`src/rtl/wwd_pkg.sv`:
```
package wwd_pkg;

	localparam int unsigned ADDR_W = 8;
	localparam int unsigned DATA_W = 32;
	localparam int unsigned CNT_W  = 24;

	// register byte offsets
	localparam logic [7:0] OFF_MODE    = 8'h00;
	localparam logic [7:0] OFF_TIMEOUT = 8'h04;
	localparam logic [7:0] OFF_FEED    = 8'h08;
	localparam logic [7:0] OFF_COUNT   = 8'h0c;
	localparam logic [7:0] OFF_WARN    = 8'h10;
	localparam logic [7:0] OFF_WINDOW  = 8'h14;
	localparam logic [7:0] OFF_STATUS  = 8'h18;
	localparam logic [7:0] OFF_MASK    = 8'h1c;

	// mode register fields
	localparam int unsigned MODE_EN_BIT   = 0;
	localparam int unsigned MODE_IRQ_BIT  = 1;
	localparam int unsigned MODE_WIN_BIT  = 2;

	// status and mask register fields
	localparam int unsigned ST_W           = 4;
	localparam int unsigned ST_TIMEOUT_BIT = 0;
	localparam int unsigned ST_WARN_BIT    = 1;
	localparam int unsigned ST_FAULT_BIT   = 2;
	localparam int unsigned ST_WDRST_BIT   = 3;

	// feed keys, written back to back
	localparam logic [7:0] FEED_KEY_1 = 8'haa;
	localparam logic [7:0] FEED_KEY_2 = 8'h55;

	// reset values
	localparam logic [CNT_W-1:0] TIMEOUT_RST = 24'hffffff;
	localparam logic [CNT_W-1:0] WARN_RST    = 24'h000000;
	localparam logic [CNT_W-1:0] WINDOW_RST  = 24'hffffff;
	localparam logic [ST_W-1:0]  MASK_RST    = 4'h0;

	// fixed internal prescaler: one tick every PRESCALE core clocks
	localparam int unsigned PRESCALE   = 4;
	localparam int unsigned PRESCALE_W = 2;

	typedef struct packed {
		logic [ADDR_W-1:0] addr;
		logic [DATA_W-1:0] wdata;
		logic              we;
		logic              re;
	} wwd_bus_t;

	typedef struct packed {
		logic enable;
		logic irq_mode;
		logic win_en;
	} wwd_mode_t;

	typedef enum logic [1:0] {
		FEED_IDLE  = 2'b01,
		FEED_ARMED = 2'b10
	} wwd_feed_state_t;

endpackage

```
`src/rtl/wwd_prescaler.sv`:
```
`timescale 1ns/1ns
module wwd_prescaler (
	input  wire logic i_core_clk,
	input  wire logic i_rstn,
	input  wire logic i_run,
	output logic      o_tick
);
	logic [wwd_pkg::PRESCALE_W-1:0] div_reg;

	always_ff @(posedge i_core_clk) begin
		if (!i_rstn || !i_run) begin
			div_reg <= '0;
		end else begin
			div_reg <= div_reg + 1'b1;
		end
	end

	// counter width fits the prescale exactly, so wrap marks the tick
	assign o_tick = i_run && (div_reg == wwd_pkg::PRESCALE_W'(wwd_pkg::PRESCALE - 1));
endmodule // wwd_prescaler

```
`src/rtl/wwd_feed_check.sv`:
```
`timescale 1ns/1ns
module wwd_feed_check (
	input  wire logic             i_core_clk,
	input  wire logic             i_rstn,
	input  wire wwd_pkg::wwd_bus_t i_bus,
	output logic                  o_feed_ok,
	output logic                  o_feed_bad
);
	wwd_pkg::wwd_feed_state_t state_reg;
	wwd_pkg::wwd_feed_state_t state_next;
	logic                     feed_wr;
	logic                     any_acc;

	assign feed_wr = i_bus.we && (i_bus.addr == wwd_pkg::OFF_FEED);
	assign any_acc = i_bus.we || i_bus.re;

	always_comb begin
		state_next = state_reg;
		o_feed_ok  = 1'b0;
		o_feed_bad = 1'b0;
		case (state_reg)
			wwd_pkg::FEED_IDLE: begin
				if (feed_wr) begin
					if (i_bus.wdata[7:0] == wwd_pkg::FEED_KEY_1) begin
						state_next = wwd_pkg::FEED_ARMED;
					end else begin
						o_feed_bad = 1'b1;
					end
				end
			end
			wwd_pkg::FEED_ARMED: begin
				// the very next access must be the second key
				if (any_acc) begin
					state_next = wwd_pkg::FEED_IDLE;
					if (feed_wr && i_bus.wdata[7:0] == wwd_pkg::FEED_KEY_2) begin
						o_feed_ok = 1'b1;
					end else begin
						o_feed_bad = 1'b1;
					end
				end
			end
			default: begin
				state_next = wwd_pkg::FEED_IDLE;
			end
		endcase
	end

	always_ff @(posedge i_core_clk) begin
		if (!i_rstn) begin
			state_reg <= wwd_pkg::FEED_IDLE;
		end else begin
			state_reg <= state_next;
		end
	end
endmodule // wwd_feed_check

```
`src/rtl/wwd_top.sv`:
```
`timescale 1ns/1ns
module wwd_top (
	input  wire logic        i_core_clk,
	input  wire logic        i_rstn,
	input  wire logic [7:0]  i_addr,
	input  wire logic [31:0] i_wdata,
	input  wire logic        i_we,
	input  wire logic        i_re,
	output logic      [31:0] o_rdata,
	output logic             o_irq,
	output logic             o_chip_reset_req
);
	localparam int unsigned CW = wwd_pkg::CNT_W;
	localparam int unsigned SW = wwd_pkg::ST_W;

	wwd_pkg::wwd_bus_t  bus;
	wwd_pkg::wwd_mode_t mode_reg;
	logic [CW-1:0]      timeout_reg;
	logic [CW-1:0]      warn_reg;
	logic [CW-1:0]      window_reg;
	logic [CW-1:0]      count_reg;
	logic [SW-1:0]      status_reg;
	logic [SW-1:0]      mask_reg;
	logic [31:0]        rdata_reg;
	logic               rstreq_reg;

	logic tick;
	logic feed_ok;
	logic feed_bad;
	logic win_early;
	logic fault;
	logic expire;
	logic warn_hit;
	logic bite;
	logic reload;
	logic [SW-1:0] ev;

	assign bus.addr  = i_addr;
	assign bus.wdata = i_wdata;
	assign bus.we    = i_we;
	assign bus.re    = i_re;

	wwd_prescaler u_presc (
		.i_core_clk (i_core_clk),
		.i_rstn     (i_rstn),
		.i_run      (mode_reg.enable),
		.o_tick     (tick)
	);

	wwd_feed_check u_feed (
		.i_core_clk (i_core_clk),
		.i_rstn     (i_rstn),
		.i_bus      (bus),
		.o_feed_ok  (feed_ok),
		.o_feed_bad (feed_bad)
	);

	// window opens once the count has fallen to the window value
	assign win_early = mode_reg.win_en && (count_reg > window_reg);
	assign fault     = mode_reg.enable && (feed_bad || (feed_ok && win_early));
	assign reload    = feed_ok && !win_early;
	assign expire    = mode_reg.enable && tick && (count_reg == '0) && !reload;
	assign warn_hit  = mode_reg.enable && tick && (count_reg == warn_reg);
	// time-out and fault share one response: reset, or interrupt in irq mode
	assign bite      = expire || fault;

	// mode: enable can only be set by software
	always_ff @(posedge i_core_clk) begin
		if (!i_rstn) begin
			mode_reg <= '0;
		end else begin
			if (i_we && i_addr == wwd_pkg::OFF_MODE) begin
				mode_reg.irq_mode <= i_wdata[wwd_pkg::MODE_IRQ_BIT];
				mode_reg.win_en   <= i_wdata[wwd_pkg::MODE_WIN_BIT];
				if (i_wdata[wwd_pkg::MODE_EN_BIT]) begin
					mode_reg.enable <= 1'b1;
				end
			end
			if (bite) begin
				mode_reg.enable <= 1'b0;
			end
		end
	end

	// limits and interrupt mask
	always_ff @(posedge i_core_clk) begin
		if (!i_rstn) begin
			timeout_reg <= wwd_pkg::TIMEOUT_RST;
			warn_reg    <= wwd_pkg::WARN_RST;
			window_reg  <= wwd_pkg::WINDOW_RST;
			mask_reg    <= wwd_pkg::MASK_RST;
		end else if (i_we) begin
			case (i_addr)
				wwd_pkg::OFF_TIMEOUT: timeout_reg <= i_wdata[CW-1:0];
				wwd_pkg::OFF_WARN:    warn_reg    <= i_wdata[CW-1:0];
				wwd_pkg::OFF_WINDOW:  window_reg  <= i_wdata[CW-1:0];
				wwd_pkg::OFF_MASK:    mask_reg    <= i_wdata[SW-1:0];
				default: begin
				end
			endcase
		end
	end

	// down counter; parked at the reload value while disabled
	always_ff @(posedge i_core_clk) begin
		if (!i_rstn) begin
			count_reg <= wwd_pkg::TIMEOUT_RST;
		end else if (!mode_reg.enable || reload || bite) begin
			count_reg <= timeout_reg;
		end else if (tick && count_reg != '0) begin
			count_reg <= count_reg - 1'b1;
		end
	end

	// events into sticky status
	always_comb begin
		ev = '0;
		ev[wwd_pkg::ST_TIMEOUT_BIT] = expire;
		ev[wwd_pkg::ST_WARN_BIT]    = warn_hit;
		ev[wwd_pkg::ST_FAULT_BIT]   = fault;
		ev[wwd_pkg::ST_WDRST_BIT]   = bite && !mode_reg.irq_mode;
	end

	// write one clears; an event in the same cycle wins
	always_ff @(posedge i_core_clk) begin
		if (!i_rstn) begin
			status_reg <= '0;
		end else begin
			if (i_we && i_addr == wwd_pkg::OFF_STATUS) begin
				status_reg <= (status_reg & ~i_wdata[SW-1:0]) | ev;
			end else begin
				status_reg <= status_reg | ev;
			end
		end
	end

	// one-cycle chip reset request, only when not in interrupt mode
	always_ff @(posedge i_core_clk) begin
		if (!i_rstn) begin
			rstreq_reg <= 1'b0;
		end else begin
			rstreq_reg <= bite && !mode_reg.irq_mode;
		end
	end

	// read port, data one cycle after the strobe, zero otherwise
	always_ff @(posedge i_core_clk) begin
		if (!i_rstn) begin
			rdata_reg <= '0;
		end else if (i_re) begin
			case (i_addr)
				wwd_pkg::OFF_MODE: begin
					rdata_reg <= {29'h0, mode_reg.win_en, mode_reg.irq_mode,
						mode_reg.enable};
				end
				wwd_pkg::OFF_TIMEOUT: rdata_reg <= {8'h0, timeout_reg};
				wwd_pkg::OFF_COUNT:   rdata_reg <= {8'h0, count_reg};
				wwd_pkg::OFF_WARN:    rdata_reg <= {8'h0, warn_reg};
				wwd_pkg::OFF_WINDOW:  rdata_reg <= {8'h0, window_reg};
				wwd_pkg::OFF_STATUS:  rdata_reg <= {28'h0, status_reg};
				wwd_pkg::OFF_MASK:    rdata_reg <= {28'h0, mask_reg};
				default:              rdata_reg <= '0;
			endcase
		end else begin
			rdata_reg <= '0;
		end
	end

	assign o_rdata          = rdata_reg;
	assign o_chip_reset_req = rstreq_reg;
	assign o_irq            = |(status_reg & mask_reg);
endmodule // wwd_top

```
`config.mk`:
```
export PLATFORM = sky130hd
export DESIGN_NAME = wwd_top
export DESIGN_NICKNAME = d
export VERILOG_FILES = /design/src/rtl/wwd_pkg.sv /design/src/rtl/wwd_prescaler.sv /design/src/rtl/wwd_feed_check.sv /design/src/rtl/wwd_top.sv
export SDC_FILE = /design/constraint.sdc
export NUM_CORES = 1
export LEC_CHECK = 0
export CORE_UTILIZATION = 45
export CTS_CLUSTER_DIAMETER = 40
export CTS_CLUSTER_SIZE = 12
export DETAILED_ROUTE_END_ITERATION = 10
export DONT_BUFFER_PORTS = 1
export SLEW_MARGIN = 10
export SYNTH_ARGS = -nofsm -noshare
export SYNTH_HDL_FRONTEND = slang
export SYNTH_SLANG_ARGS = --single-unit
```
`constraint.sdc`:
```
create_clock -name i_core_clk -period 2.8 [get_ports i_core_clk]
set_clock_uncertainty 0.15 [all_clocks]
set_input_delay 0.28 -clock i_core_clk [delete_from_list [all_inputs] [get_ports i_core_clk]]
set_output_delay 0.28 -clock i_core_clk [all_outputs]
set_load 0.03 [all_outputs]
```
## Word level (Yosys, flattened, before mapping)

Cells that the tools add are included.

- Register bits: 144
- Output and inout port bits: 34
- Word-level logic and storage cells: 93

- Add/subtract/negate cells: 2
- Magnitude comparators: 1
- Equal/unequal tests: 16
- Multiplexer cells: 16
- Bitwise logic cells: 6
- Reduce and logical (&&, ||, !) cells: 39

Operators by type and width:

| kind | count |
|---|---|
| $pmux W24 S7 | 1 |
| $mux W24 | 2 |
| $eq A8 B5 Y1 const B | 4 |
| $eq A24 B24 Y1 | 1 |
| $gt A24 B24 Y1 | 1 |
| $logic_not A24 Y1 | 1 |
| $reduce_bool A24 Y1 | 1 |
| $sub A24 B1 Y24 const B | 1 |
| $eq A8 B4 Y1 const B | 2 |
| $logic_and A1 B1 Y1 | 15 |
| $reduce_and A2 Y1 | 6 |
| $and A4 B4 Y4 | 2 |
| $eq A8 B3 Y1 const B | 1 |
| $eq A8 B7 Y1 const B | 1 |
| $eq A8 B8 Y1 const B | 1 |
| $logic_not A8 Y1 | 1 |
| $or A4 B4 Y4 | 2 |
| $mux W1 | 7 |
| $logic_or A1 B1 Y1 | 6 |
| $mux W2 | 3 |
| $ne A2 B1 Y1 const B | 3 |
| $logic_not A1 Y1 | 5 |
| $eq A2 B2 Y1 const B | 2 |
| $mux W4 | 1 |
| 10 further kinds | 10 |

## Depth between registers and ports, before layout

Gate-level depths: netlist of run 1.

- Depth after elaboration: 13
- Gate-level depth with buffers: 11
- Mapped depth without buffers: 8

## Cells and area by module

Synthesis of run 1 repeated with hierarchy kept, for this count alone.

- Cell total of the unflattened synthesis: 814
- Area, all modules: 6827.8 um^2

By module, submodules not included:

| module | times used | cells an instance | area each (um^2) | sequential area each (um^2) |
|---|---|---|---|---|
| wwd_top | 1 | 782 | 6536.3 | 2642.5 |
| wwd_feed_check | 1 | 26 | 215.2 | 40.0 |
| wwd_prescaler | 1 | 6 | 76.3 | 40.0 |

## Worst setup path before layout of run 1

OpenSTA, ideal clock, no wires.

- Kind: flip-flop to flip-flop
- Start: reg count_reg[2]
- End: reg count_reg[20]
- Setup time: 0.133 ns
- Data arrival time: 2.695 ns
- Slack: -0.178 ns
- Stages on the path, launching flop included: 10
- Buffers on the path: 3
- Period minus slack after synthesis: 2.978 ns
- Cells stage by stage: dfxtp_1 > buf_6 > or4_4 > buf_6 > or4_4 > buf_6 > a2111oi_4 > nand3_1 > a2111oi_1 > o21ai_1

- Longest elaborated chain between the ends: 9

Ends and longest elaborated chain:

| item | RTL line | source |
|---|---|---|
| from (decl) | wwd_top.sv:21 | `logic [CW-1:0] count_reg;` |
| from (signal assigned) | wwd_top.sv:107 | `count_reg <= wwd_pkg::TIMEOUT_RST;` |
| from (signal assigned) | wwd_top.sv:109 | `count_reg <= timeout_reg;` |
| from (signal assigned) | wwd_top.sv:111 | `count_reg <= count_reg - 1'b1;` |
| $gt A24 B24 Y1 | wwd_top.sv:59 | `assign win_early = mode_reg.win_en && (count_reg > window_reg);` |
| $logic_and A1 B1 Y1 | wwd_top.sv:59 |  |
| $logic_not A1 Y1 | wwd_top.sv:61 | `assign reload = feed_ok && !win_early;` |
| $logic_and A1 B1 Y1 | wwd_top.sv:61 |  |
| $logic_not A1 Y1 | wwd_top.sv:62 | `assign expire = mode_reg.enable && tick && (count_reg == '0) && !reload;` |
| $logic_and A1 B1 Y1 | wwd_top.sv:62 |  |
| $logic_or A1 B1 Y1 | wwd_top.sv:65 | `assign bite = expire \|\| fault;` |
| $logic_or A1 B1 Y1 | wwd_top.sv:108 | `end else if (!mode_reg.enable \|\| reload \|\| bite) begin` |
| $mux W24 / $reduce_bool A2 Y1 (equally long branches) | -- |  |

Parallel ways exist; a longest one is shown, timed or not. The select of a mux whose other input is x is not followed.
A chain may end at the register's enable or synchronous reset.

## Final worst setup path of run 1

- Start: reg count_reg[5]
- End: reg count_reg[20]

Same word-level chain as after synthesis.

==> results of run 1 <==
-- critical path: stages (launching register included) --
cell,delay [ns]
dfxtp_1,0.31
or4_4,0.56
or4_4,0.56
a2111oi_4,0.42
nand3_1,0.13
a2111oi_1,0.44
o21ai_1,0.09
-- layout by cell type, fill, tap and decap left out, types with 3 or more instances in the layout --
| cell | n |
|---|---|
| nor2_1 | 22 |
| ha_1 | 29 |
| nand2_1 | 137 |
| or4_1 | 4 |
| and3_1 | 8 |
| nand2b_1 | 7 |
| o31a_1 | 5 |
| or4_4 | 3 |
| bufinv_16 | 4 |
| nor4_1 | 20 |
| o211ai_1 | 34 |
| or3_1 | 7 |
| mux2i_1 | 9 |
| a2111oi_0 | 3 |
| a21o_1 | 3 |
| clkbuf_8 | 5 |
| o2111ai_1 | 3 |
| a22oi_1 | 52 |
| xor2_1 | 12 |
| and2_1 | 3 |
| a21oi_1 | 61 |
| nor2_2 | 5 |
| a31oi_1 | 21 |
| nand4_1 | 13 |
| xnor2_1 | 22 |
| o21a_1 | 5 |
| nor3_1 | 14 |
| dlygate4sd3_1 | 27 |
| dfxtp_1 | 136 |
| o311ai_0 | 4 |
| buf_4 | 57 |
| nand3_1 | 25 |
| inv_1 | 38 |
| o21ai_0 | 20 |
| a222oi_1 | 3 |
| clkbuf_16 | 17 |
| conb_1 | 8 |
-- worst max path at each step --
| stage | endpoint | slack [ns] | startpoint |
|---|---|---|---|
| final | count_reg[20] | 0.02 | count_reg[5] |
| after global routing | count_reg[22] | -0.08 | count_reg[5] |
| after CTS | count_reg[20] | 0.02 | count_reg[5] |
| after detailed placement | mode_reg[2] | 0.02 | window_reg[23] |
| after global placement | mode_reg[2] | 0.08 | window_reg[23] |
| after floorplan | count_reg[20] | 0.02 | count_reg[5] |
-- kinds of logic after synthesis --
group,count (synthesis),synth area share
other,1,0.0005366
AO/OA/AOI/OAI,242,0.2372
flip-flops,136,0.3896
XOR/XNOR,34,0.04261
adder cells (fa/ha/maj),29,0.05193
AND/OR/NAND/NOR,286,0.1968
multiplexers,10,0.01450
buffers and inverters,108,0.06678
-- final cells by class --
class | instances | area (sq um)
inverter | 39 | 146.4
sequential | 136 | 2723
timing repair buffer | 86 | 745.7
clock inverter | 9 | 161.4
clock buffer | 23 | 498.0
fill | 1359 | 6797
tap | 188 | 235.2
multi-input combinational | 609 | 3896
-- metrics by stage --
| stage | setup slack, ns | utilization | instance area, sq um | hold WS [ns] |
|---|---|---|---|---|
| after floorplan | 0.02314 | - | 7025 | 0.2467 |
| after global placement | 0.07623 | 0.4875 | 7411 | 0.2138 |
| after detailed placement | 0.01583 | 0.4875 | 7411 | 0.2223 |
| after CTS | 0.01970 | 0.5509 | 8374 | 0.01464 |
| after global routing | -0.07770 | 0.5529 | 8406 | 0.04715 |
| final | 0.02196 | 0.5529 | 8406 | 0.03221 |
-- per-layer routing --
layer	global-route usage	vias to the layer above
met1	0.3858	3232
li1	-	3163
met2	0.4595	275
met3	0.07507	55
met4	0.1481	0
met5	0	-
-- where the power goes --
part,switching [uW],leakage [uW],internal (uW)
sequential,2.46,0.00110,1940
combinational,89.2,0.00183,50.1
clock,860,0.000316,1620
total,952,0.00325,3600
-- what timing repair did --
action,4_1_cts,5_1_grt
cloned,0,0
endpoints found under the hold margin,106,0
buffers inserted,0,1
resized for setup,1,6
endpoints found under the setup margin,1,16
hold buffers,28,0
pin swaps,0,1
==> flow_summary.yaml, run 1 <==
power:
  p_per_area_nw_per_um2: 541.9
  peakVddDrop_uv: 359.8
  finalPower_uw: 4555
  p_leak_uw: 0.003249
synthesis:
  synth_edf_count: 0
  synth.most_common_cell: "nand2_1"
  yosys.area.top_type: "dfxtp_1"
  synth.distinct_cells: 69
  synth_common_cells: "nand2_1, dfxtp_1, a21oi_1, clkbuf_1, a22oi_1"
  syn_area_per_cell_sq_um: 8.260
  synth-warning-count: 0
  postSynth.asyncResetShare: 0
  synth_area_sq_um: 6988
  ys_top_cells_by_area: "dfxtp_1, nand2_1, a22oi_1, ha_1, a21oi_1"
  ys_seq_elements: 136
  synthesis.instances: 846
  ys.flop_type: "dfxtp_1"
  synth_top_area_frac: 0.3896
  synth_seq_area_share: 0.3896
timing:
  timing.final.crit_period_ns: 2.778
  drv_slew: 0
  fmax_ghz: 0.3600
  finalSetupViolCount: 0
  rsz0062_at_grt: "yes"
  final_hold_viol_count: 0
  worst_pin_slew_ns: 0.5953
  slew_headroom: 0.6001
  period_share: 0.9922
  tns_ns: 0
placed_design:
  place_congestion: 0.9499
  dp.cells: 1029
  io_buffers: 0
  post-dp-hpwl_mm: 15.73
final_layout:
  layout.nets: 962
  fin_cells: 1090
  drive_gt1_frac: 0.1242
  areaGrowthSynthToFinish_pct: 20.29
  n_antenna_cell: 0
drt:
  top_layer: "met4"
  drcViolationCount: 0
  wire_per_inst_microns: 20.93
  vias_per_cell: 6.170
  drtIter0Drc: 601
  dr_wl_met2_mm: 10.33
  wl_mm: 22.82
  first_pass_iters: 5
  wl_met3_mm: 1.635
  ant_nets: 0
  vias: 6725
  drt-met1-wl_mm: 10.03
min_path:
  hp-class: "in -> reg"
  min_delay_path_depth: 2
  hold_end: "count_reg[2]"
  worstHoldStart: "i_rstn"
critical_path:
  crit_fanout: 7
  rr_startpoint: "count_reg[5]"
  crit_arrival_ns: 2.93
  r2r_setup_slack_ns: 0.02
  crit_path_end_kind: "flip-flop"
  cp-start-kind: "flip-flop"
  reg2reg_to: "count_reg[20]"
  cp.required_ns: 2.95
  reg2reg_depth: 6
  crit_type: "reg -> reg"
cts:
  cts_tree: "done"
  clkTransAtPathRegs_ns: 0.06
  clock_path_buffers: 2
  clockRootBuffer: "clkbuf_16"
  numCtsBuffers: 17
  clock_latency_ns: 0.43
  cts_htree_levels: 4
  cts.sinks: 136
floorplanning:
  die_area_sq_um: 16030
  row_count: 45
  die_y_microns: 126.6
  die_w_microns: 126.6
  core_area_sq_um: 15200
  start_util: 0.4597
  pin_count: 78
global_route:
  grt_max_degree: 75
  grt_usage: 0.2974
  gr-total-overflow: 0
  grt_pass1_vias: 6540
  antenna_found_initial: 0
  grt_pass1_wl_mm: 36.22
outcome:
  outcome: "finished, final reports clean"
job:
  drv_cap: 0
(Power assumes the default switching activity.)
==> run 2, diff against run 1 <==
Settings changed: CTS_BUF_LIST set to sky130_fd_sc_hd__clkbuf_2.
==> run 2 against run 1 <==
  * Sequential power hardly changed
  * Non-clock buffer count grew 38
  * First-iteration DRC count up 6.5%
  * Total power is 25% lower
  * Maximum frequency is 2.3% higher
  * Sequential share of layout area is essentially flat
  * Final area hardly changed
  * Critical path type is now in -> reg
==> flow_summary.yaml, run 2 (synthesis gave the netlist of run 1 again) <==
floorplanning:
  die_y_microns: 126.6
  die_w_microns: 126.6
  die_area_sq_um: 16030
  pin_count: 78
  start_util: 0.4597
  core_area_sq_um: 15200
  row_count: 45
placed_design:
  post-dp-hpwl_mm: 15.73
  io_buffers: 0
  place_congestion: 0.9499
  dp_slack_ns: 0.01583
cts:
  numCtsBuffers: 17
  clock_latency_ns: 0.74
  cts_htree_levels: 4
  clkTransAtPathRegs_ns: 0.22
  clock_path_buffers: 2
  clockRootBuffer: "clkbuf_2"
  cts_tree: "done"
  cts.sinks: 136
critical_path:
  crit_path_end_kind: "flip-flop"
  r2r_setup_slack_ns: 0.09
  reg2reg_to: "count_reg[20]"
  critPathMaxStageDelay_ns: 0.63
  cp_top_family: "buffers and inverters"
  reg2reg_depth: 7
  cp_common_cell: "dlygate4sd3_1"
  crit_fanout: 29
  crit_start: "i_addr[4]"
  crit_buf_inv: 4
  cp-start-kind: "primary input"
  cp_slowest_cell: "dlygate4sd3_1"
  cp.required_ns: 3.35
  rr_startpoint: "count_reg[5]"
  crit_arrival_ns: 3.26
  crit_type: "in -> reg"
  path_cells: "dlygate4sd3_1, nor4_1, nand2_1, nor2_2, buf_6, nand2_1, dlygate4sd3_1, o211ai_1, dlygate4sd3_1"
  endpoint: "timeout_reg[4]"
  worst-path-stages: 9
drt:
  drtIter0Drc: 640
  vias_per_cell: 6.195
  vias: 6994
  drcViolationCount: 0
  wl_mm: 23.40
  first_pass_iters: 6
  ant_nets: 0
  wire_per_inst_microns: 20.72
outcome:
  outcome: "finished, final reports clean"
timing:
  slew_headroom: 0.6126
  tns_ns: 0
  final_hold_viol_count: 0
  rsz0062_at_grt: "no"
  fmax_ghz: 0.3681
  finalSetupViolCount: 0
  timing.final.crit_period_ns: 2.716
  fin_ws_ns: 0.08371
  drv_slew: 0
  worst_pin_slew_ns: 0.5811
  period_share: 0.9701
final_layout:
  finalCoreUtilization: 0.5533
  seq_area_sq_um: 2723
  n_fill_cell: 1344
  layout.nets: 1000
  mostFrequentLayoutCells: "nand2_1, dfxtp_1, dlygate4sd3_1, a21oi_1, buf_4"
  drive_gt1_frac: 0.1191
  multiInputGateArea_sq_um: 3910
  layout_commonest_cell: "nand2_1"
  areaGrowthSynthToFinish_pct: 20.38
min_path:
  hp-class: "in -> reg"
power:
  peakVddDrop_uv: 208.9
  p_leak_uw: 0.003188
  finalPower_uw: 3432
  p_per_area_nw_per_um2: 408.0
global_route:
  grt_pass1_wl_mm: 36.94
  gr-total-overflow: 0
  antenna_found_initial: 1
  grt_pass1_vias: 6778
  grt_usage: 0.3026
  grt_max_degree: 79
job:
  drv_cap: 0
## run 2: cell count changes in the layout (fill, tap and decap cells not counted), moves of 2 or more
cell	previous run	this run
dlygate4sd3_1	27	63
clkbuf_2	0	18
clkbuf_16	17	0
clkbuf_8	5	0
clkinv_1	1	6
a2111oi_0	3	1
a2111oi_1	1	3
## run 2: worst min path at each step
| stage | startpoint | endpoint | depth (start not counted) |
|---|---|---|---|
| after global placement | i_rstn | timeout_reg[1] | 1 |
| after global routing | i_we | count_reg[15] | 5 |
| after CTS | i_wdata[3] | status_reg[3] | 7 |
| final | i_wdata[3] | status_reg[3] | 7 |
| after floorplan | u_presc.div_reg[0] | u_presc.div_reg[0] | 1 |
| after detailed placement | i_rstn | timeout_reg[5] | 1 |
## run 2: cell type report
type	count	area share
Multi-Input combinational cell	609	0.4648
Sequential cell	136	0.3237
Timing Repair Buffer	124	0.1337
Tap cell	188	0.02796
Clock inverter	14	0.02142
Inverter	39	0.01740
Clock buffer	18	0.01071
Antenna cell	1	0.0002975
## run 2: report_power, final
| group | internal, uW | switching [uW] | total (uW) |
|---|---|---|---|
| registers | 1940 | 2.47 | 1940 |
| clock network | 581 | 741 | 1320 |
| logic | 62.0 | 103 | 165 |
## run 2: worst register-to-register path, stage by stage, from the launching register on
cell and delay (ns):
dfxtp_1 0.36, or4_4 0.56, or4_4 0.56, a2111oi_4 0.20, buf_4 0.20, nand3_1 0.08
a2111oi_1 0.43, o21ai_1 0.09
## run 2: repair_timing
item                                   4_1_cts  5_1_grt
endpoints found under the hold margin      133       10
buffers inserted                             0        3
resized for setup                            1       12
setup endpoints to repair                    1       23
hold buffers                                62        2
pin swaps                                    0        2
## run 2: metrics by stage
| stage | cell area (sq um) | hold WS, ns | std cells |
|---|---|---|---|
| 2_1_floorplan | 7025 | 0.2467 | 853 |
| 3_3_place_gp | 7411 | 0.2138 | 1029 |
| 3_5_place_dp | 7411 | 0.2223 | 1029 |
| 4_1_cts | 8325 | 0.004483 | 1123 |
| 5_1_grt | 8412 | 0.03949 | 1129 |
| 6_report | 8412 | 0.05094 | 1129 |
## run 2: metal layers
metal,routed length (microns),global-route usage
met1,9913,0.3918
met2,10760,0.4725
met3,1928,0.07760
met4,792,0.1389
met5,0,0
==> run 3, diff against run 2 <==
Settings changed: CORE_MARGIN set to 10.
==> run 3 against run 2 <==
  * First-iteration DRC count increased by 49%
  * Sequential share of layout area increased by 0.60 points
  * Total power decreased by 3.6%
  * Flip-flop and latch count unchanged
  * Cell count decreased by 1.2%
  * Largest cell class unchanged
  * Largest power group unchanged
==> flow_summary.yaml, run 3 (synthesis gave the netlist of run 1 again) <==
drt:
  wire_per_inst_microns: 21.64
  vias: 6992
  vias_per_cell: 6.265
  drtIter0Drc: 952
  first_pass_iters: 5
  drcViolationCount: 0
  ant_nets: 0
  wl_mm: 24.15
critical_path:
  critPathMaxStageDelay_ns: 0.62
  reg2reg_to: "count_reg[22]"
  r2r_setup_slack_ns: 0.09
  path_cells: "dlygate4sd3_1, nor4_2, dlygate4sd3_1, and3_1, a21oi_1, o21bai_2, nand3_1, buf_4, o31a_1"
  crit_fanout: 9
  crit_path_end_kind: "flip-flop"
  crit_type: "in -> reg"
  reg2reg_depth: 6
  crit_buf_inv: 3
  cp_common_cell: "dlygate4sd3_1"
  rr_startpoint: "count_reg[5]"
  cp.required_ns: 3.27
  cp_top_family: "buffers and inverters"
  cp_slowest_cell: "dlygate4sd3_1"
  crit_arrival_ns: 3.19
  cp-start-kind: "primary input"
floorplanning:
  die_w_microns: 144.6
  core_area_sq_um: 15200
  row_count: 45
  start_util: 0.4597
  pin_count: 78
  die_area_sq_um: 20910
  die_y_microns: 144.6
power:
  p_seq_frac: 0.587
  p_int_uw: 2502
  p_leak_uw: 0.003155
  finalPower_uw: 3308
  p_per_area_nw_per_um2: 400.4
  p_clk_frac: 0.363
  comb_power_share: 0.050
  peakVddDrop_uv: 280.1
  p_sw_frac: 0.2437
  switchingPower_uw: 806.1
min_path:
  hold_end: "timeout_reg[17]"
  min_delay_path_depth: 6
  hp-class: "in -> reg"
  worstHoldStart: "i_addr[5]"
final_layout:
  drive_gt1_frac: 0.1165
  areaGrowthSynthToFinish_pct: 18.23
  layout_commonest_cell: "nand2_1"
  fin_cells: 1116
  layout.nets: 987
  mostFrequentLayoutCells: "nand2_1, dfxtp_1, a21oi_1, dlygate4sd3_1, buf_4"
global_route:
  antenna_found_initial: 2
  grt_usage: 0.2330
  gr-total-overflow: 0
  grt_pass1_wl_mm: 37.54
  grt_pass1_vias: 6788
  grt_max_degree: 79
timing:
  finalSetupViolCount: 0
  rsz0062_at_grt: "yes"
  drv_slew: 0
  fmax_ghz: 0.3671
  slew_headroom: 0.6303
  worst_pin_slew_ns: 0.5494
  period_share: 0.9729
  timing.final.crit_period_ns: 2.724
  final_hold_viol_count: 0
cts:
  clockRootBuffer: "clkbuf_2"
  cts_htree_levels: 4
  clock_latency_ns: 0.72
  cts.sinks: 136
  clkTransAtPathRegs_ns: 0.18
  numCtsBuffers: 17
  cts_tree: "done"
  clock_path_buffers: 2
placed_design:
  post-dp-hpwl_mm: 16.31
  io_buffers: 0
  dp.cells: 1027
  place_congestion: 0.9126
outcome:
  outcome: "finished, final reports clean"
job:
  drv_cap: 0
[run 3: cell types whose count changed in the layout (fill, tap and decap cells not counted), moves of 3 or more]
cell / delta
clkbuf_2: +3
a2111oi_1: -3
clkinv_2: +4
dlygate4sd3_1: -9
buf_4: -4
[run 3: final cells by class]
cell class | count | area, sq um
fill | 1418 | 6940
multi-input combinational | 609 | 3905
sequential | 136 | 2724
timing repair buffer | 111 | 1013
tap | 188 | 235.2
inverter | 39 | 146.4
clock inverter | 11 | 130.1
clock buffer | 21 | 105.1
antenna | 1 | 2.502
[run 3: worst reg2reg max path, stage by stage, from the launching register on]
cell and delay [ns]:
dfxtp_1 0.35, or4_4 0.55, or4_4 0.57, a2111oi_4 0.38, nand3_1 0.16, a2111oi_2 0.33
o21ai_1 0.11
[run 3: power by group through the flow]
stage	logic, uW	clock network, uW	registers [uW]
2_1_floorplan	77.2	0	1980
3_3_place_gp	69.9	0	1980
3_5_place_dp	71.0	0	1980
4_1_cts	159	1230	1940
5_1_grt	173	1310	1950
6_report	164	1200	1940
[run 3: repair_timing]
action                                  4_1_cts  5_1_grt
hold endpoints to repair                    133        0
endpoints found under the setup margin        0       25
setup buffers                                 0        1
hold buffers                                 55        0
gates resized for setup                       0       10
[run 3: worst max-delay path by stage]
stage / startpoint / to / slack, ns / cells after the start
global placement: window_reg[23] / mode_reg[2] / 0.09 / 8
detailed placement: window_reg[23] / mode_reg[2] / 0.06 / 8
finish: i_addr[7] / count_reg[21] / 0.08 / 9
floorplan: count_reg[5] / count_reg[20] / 0.02 / 8
global route: count_reg[5] / count_reg[22] / -0.03 / 6
CTS: count_reg[18] / mode_reg[2] / 0.01 / 7
[run 3: per-stage QoR]
stage / hold WS [ns] / cell area, sq um / setup slack, ns / setup TNS, ns / utilization
CTS: 0.002857 / 8209 / 0.01104 / 0 / 0.5400
finish: 0.05642 / 8262 / 0.07575 / 0 / 0.5435
detailed placement: 0.2271 / 7406 / 0.05573 / 0 / 0.4872
global route: 0.01310 / 8262 / -0.02689 / -0.03373 / 0.5435
floorplan: 0.2467 / 7025 / 0.02314 / 0 / -
global placement: 0.2187 / 7406 / 0.08795 / 0 / 0.4872
[run 3: per-layer routing]
layer  track usage  vias to the layer above  share of wire
met5             0                        -        0.00054
met4        0.1011                        2          0.034
met1        0.2899                     3407           0.41
met3       0.05838                       60          0.084
met2        0.3735                      314           0.47
li1              -                     3209              -
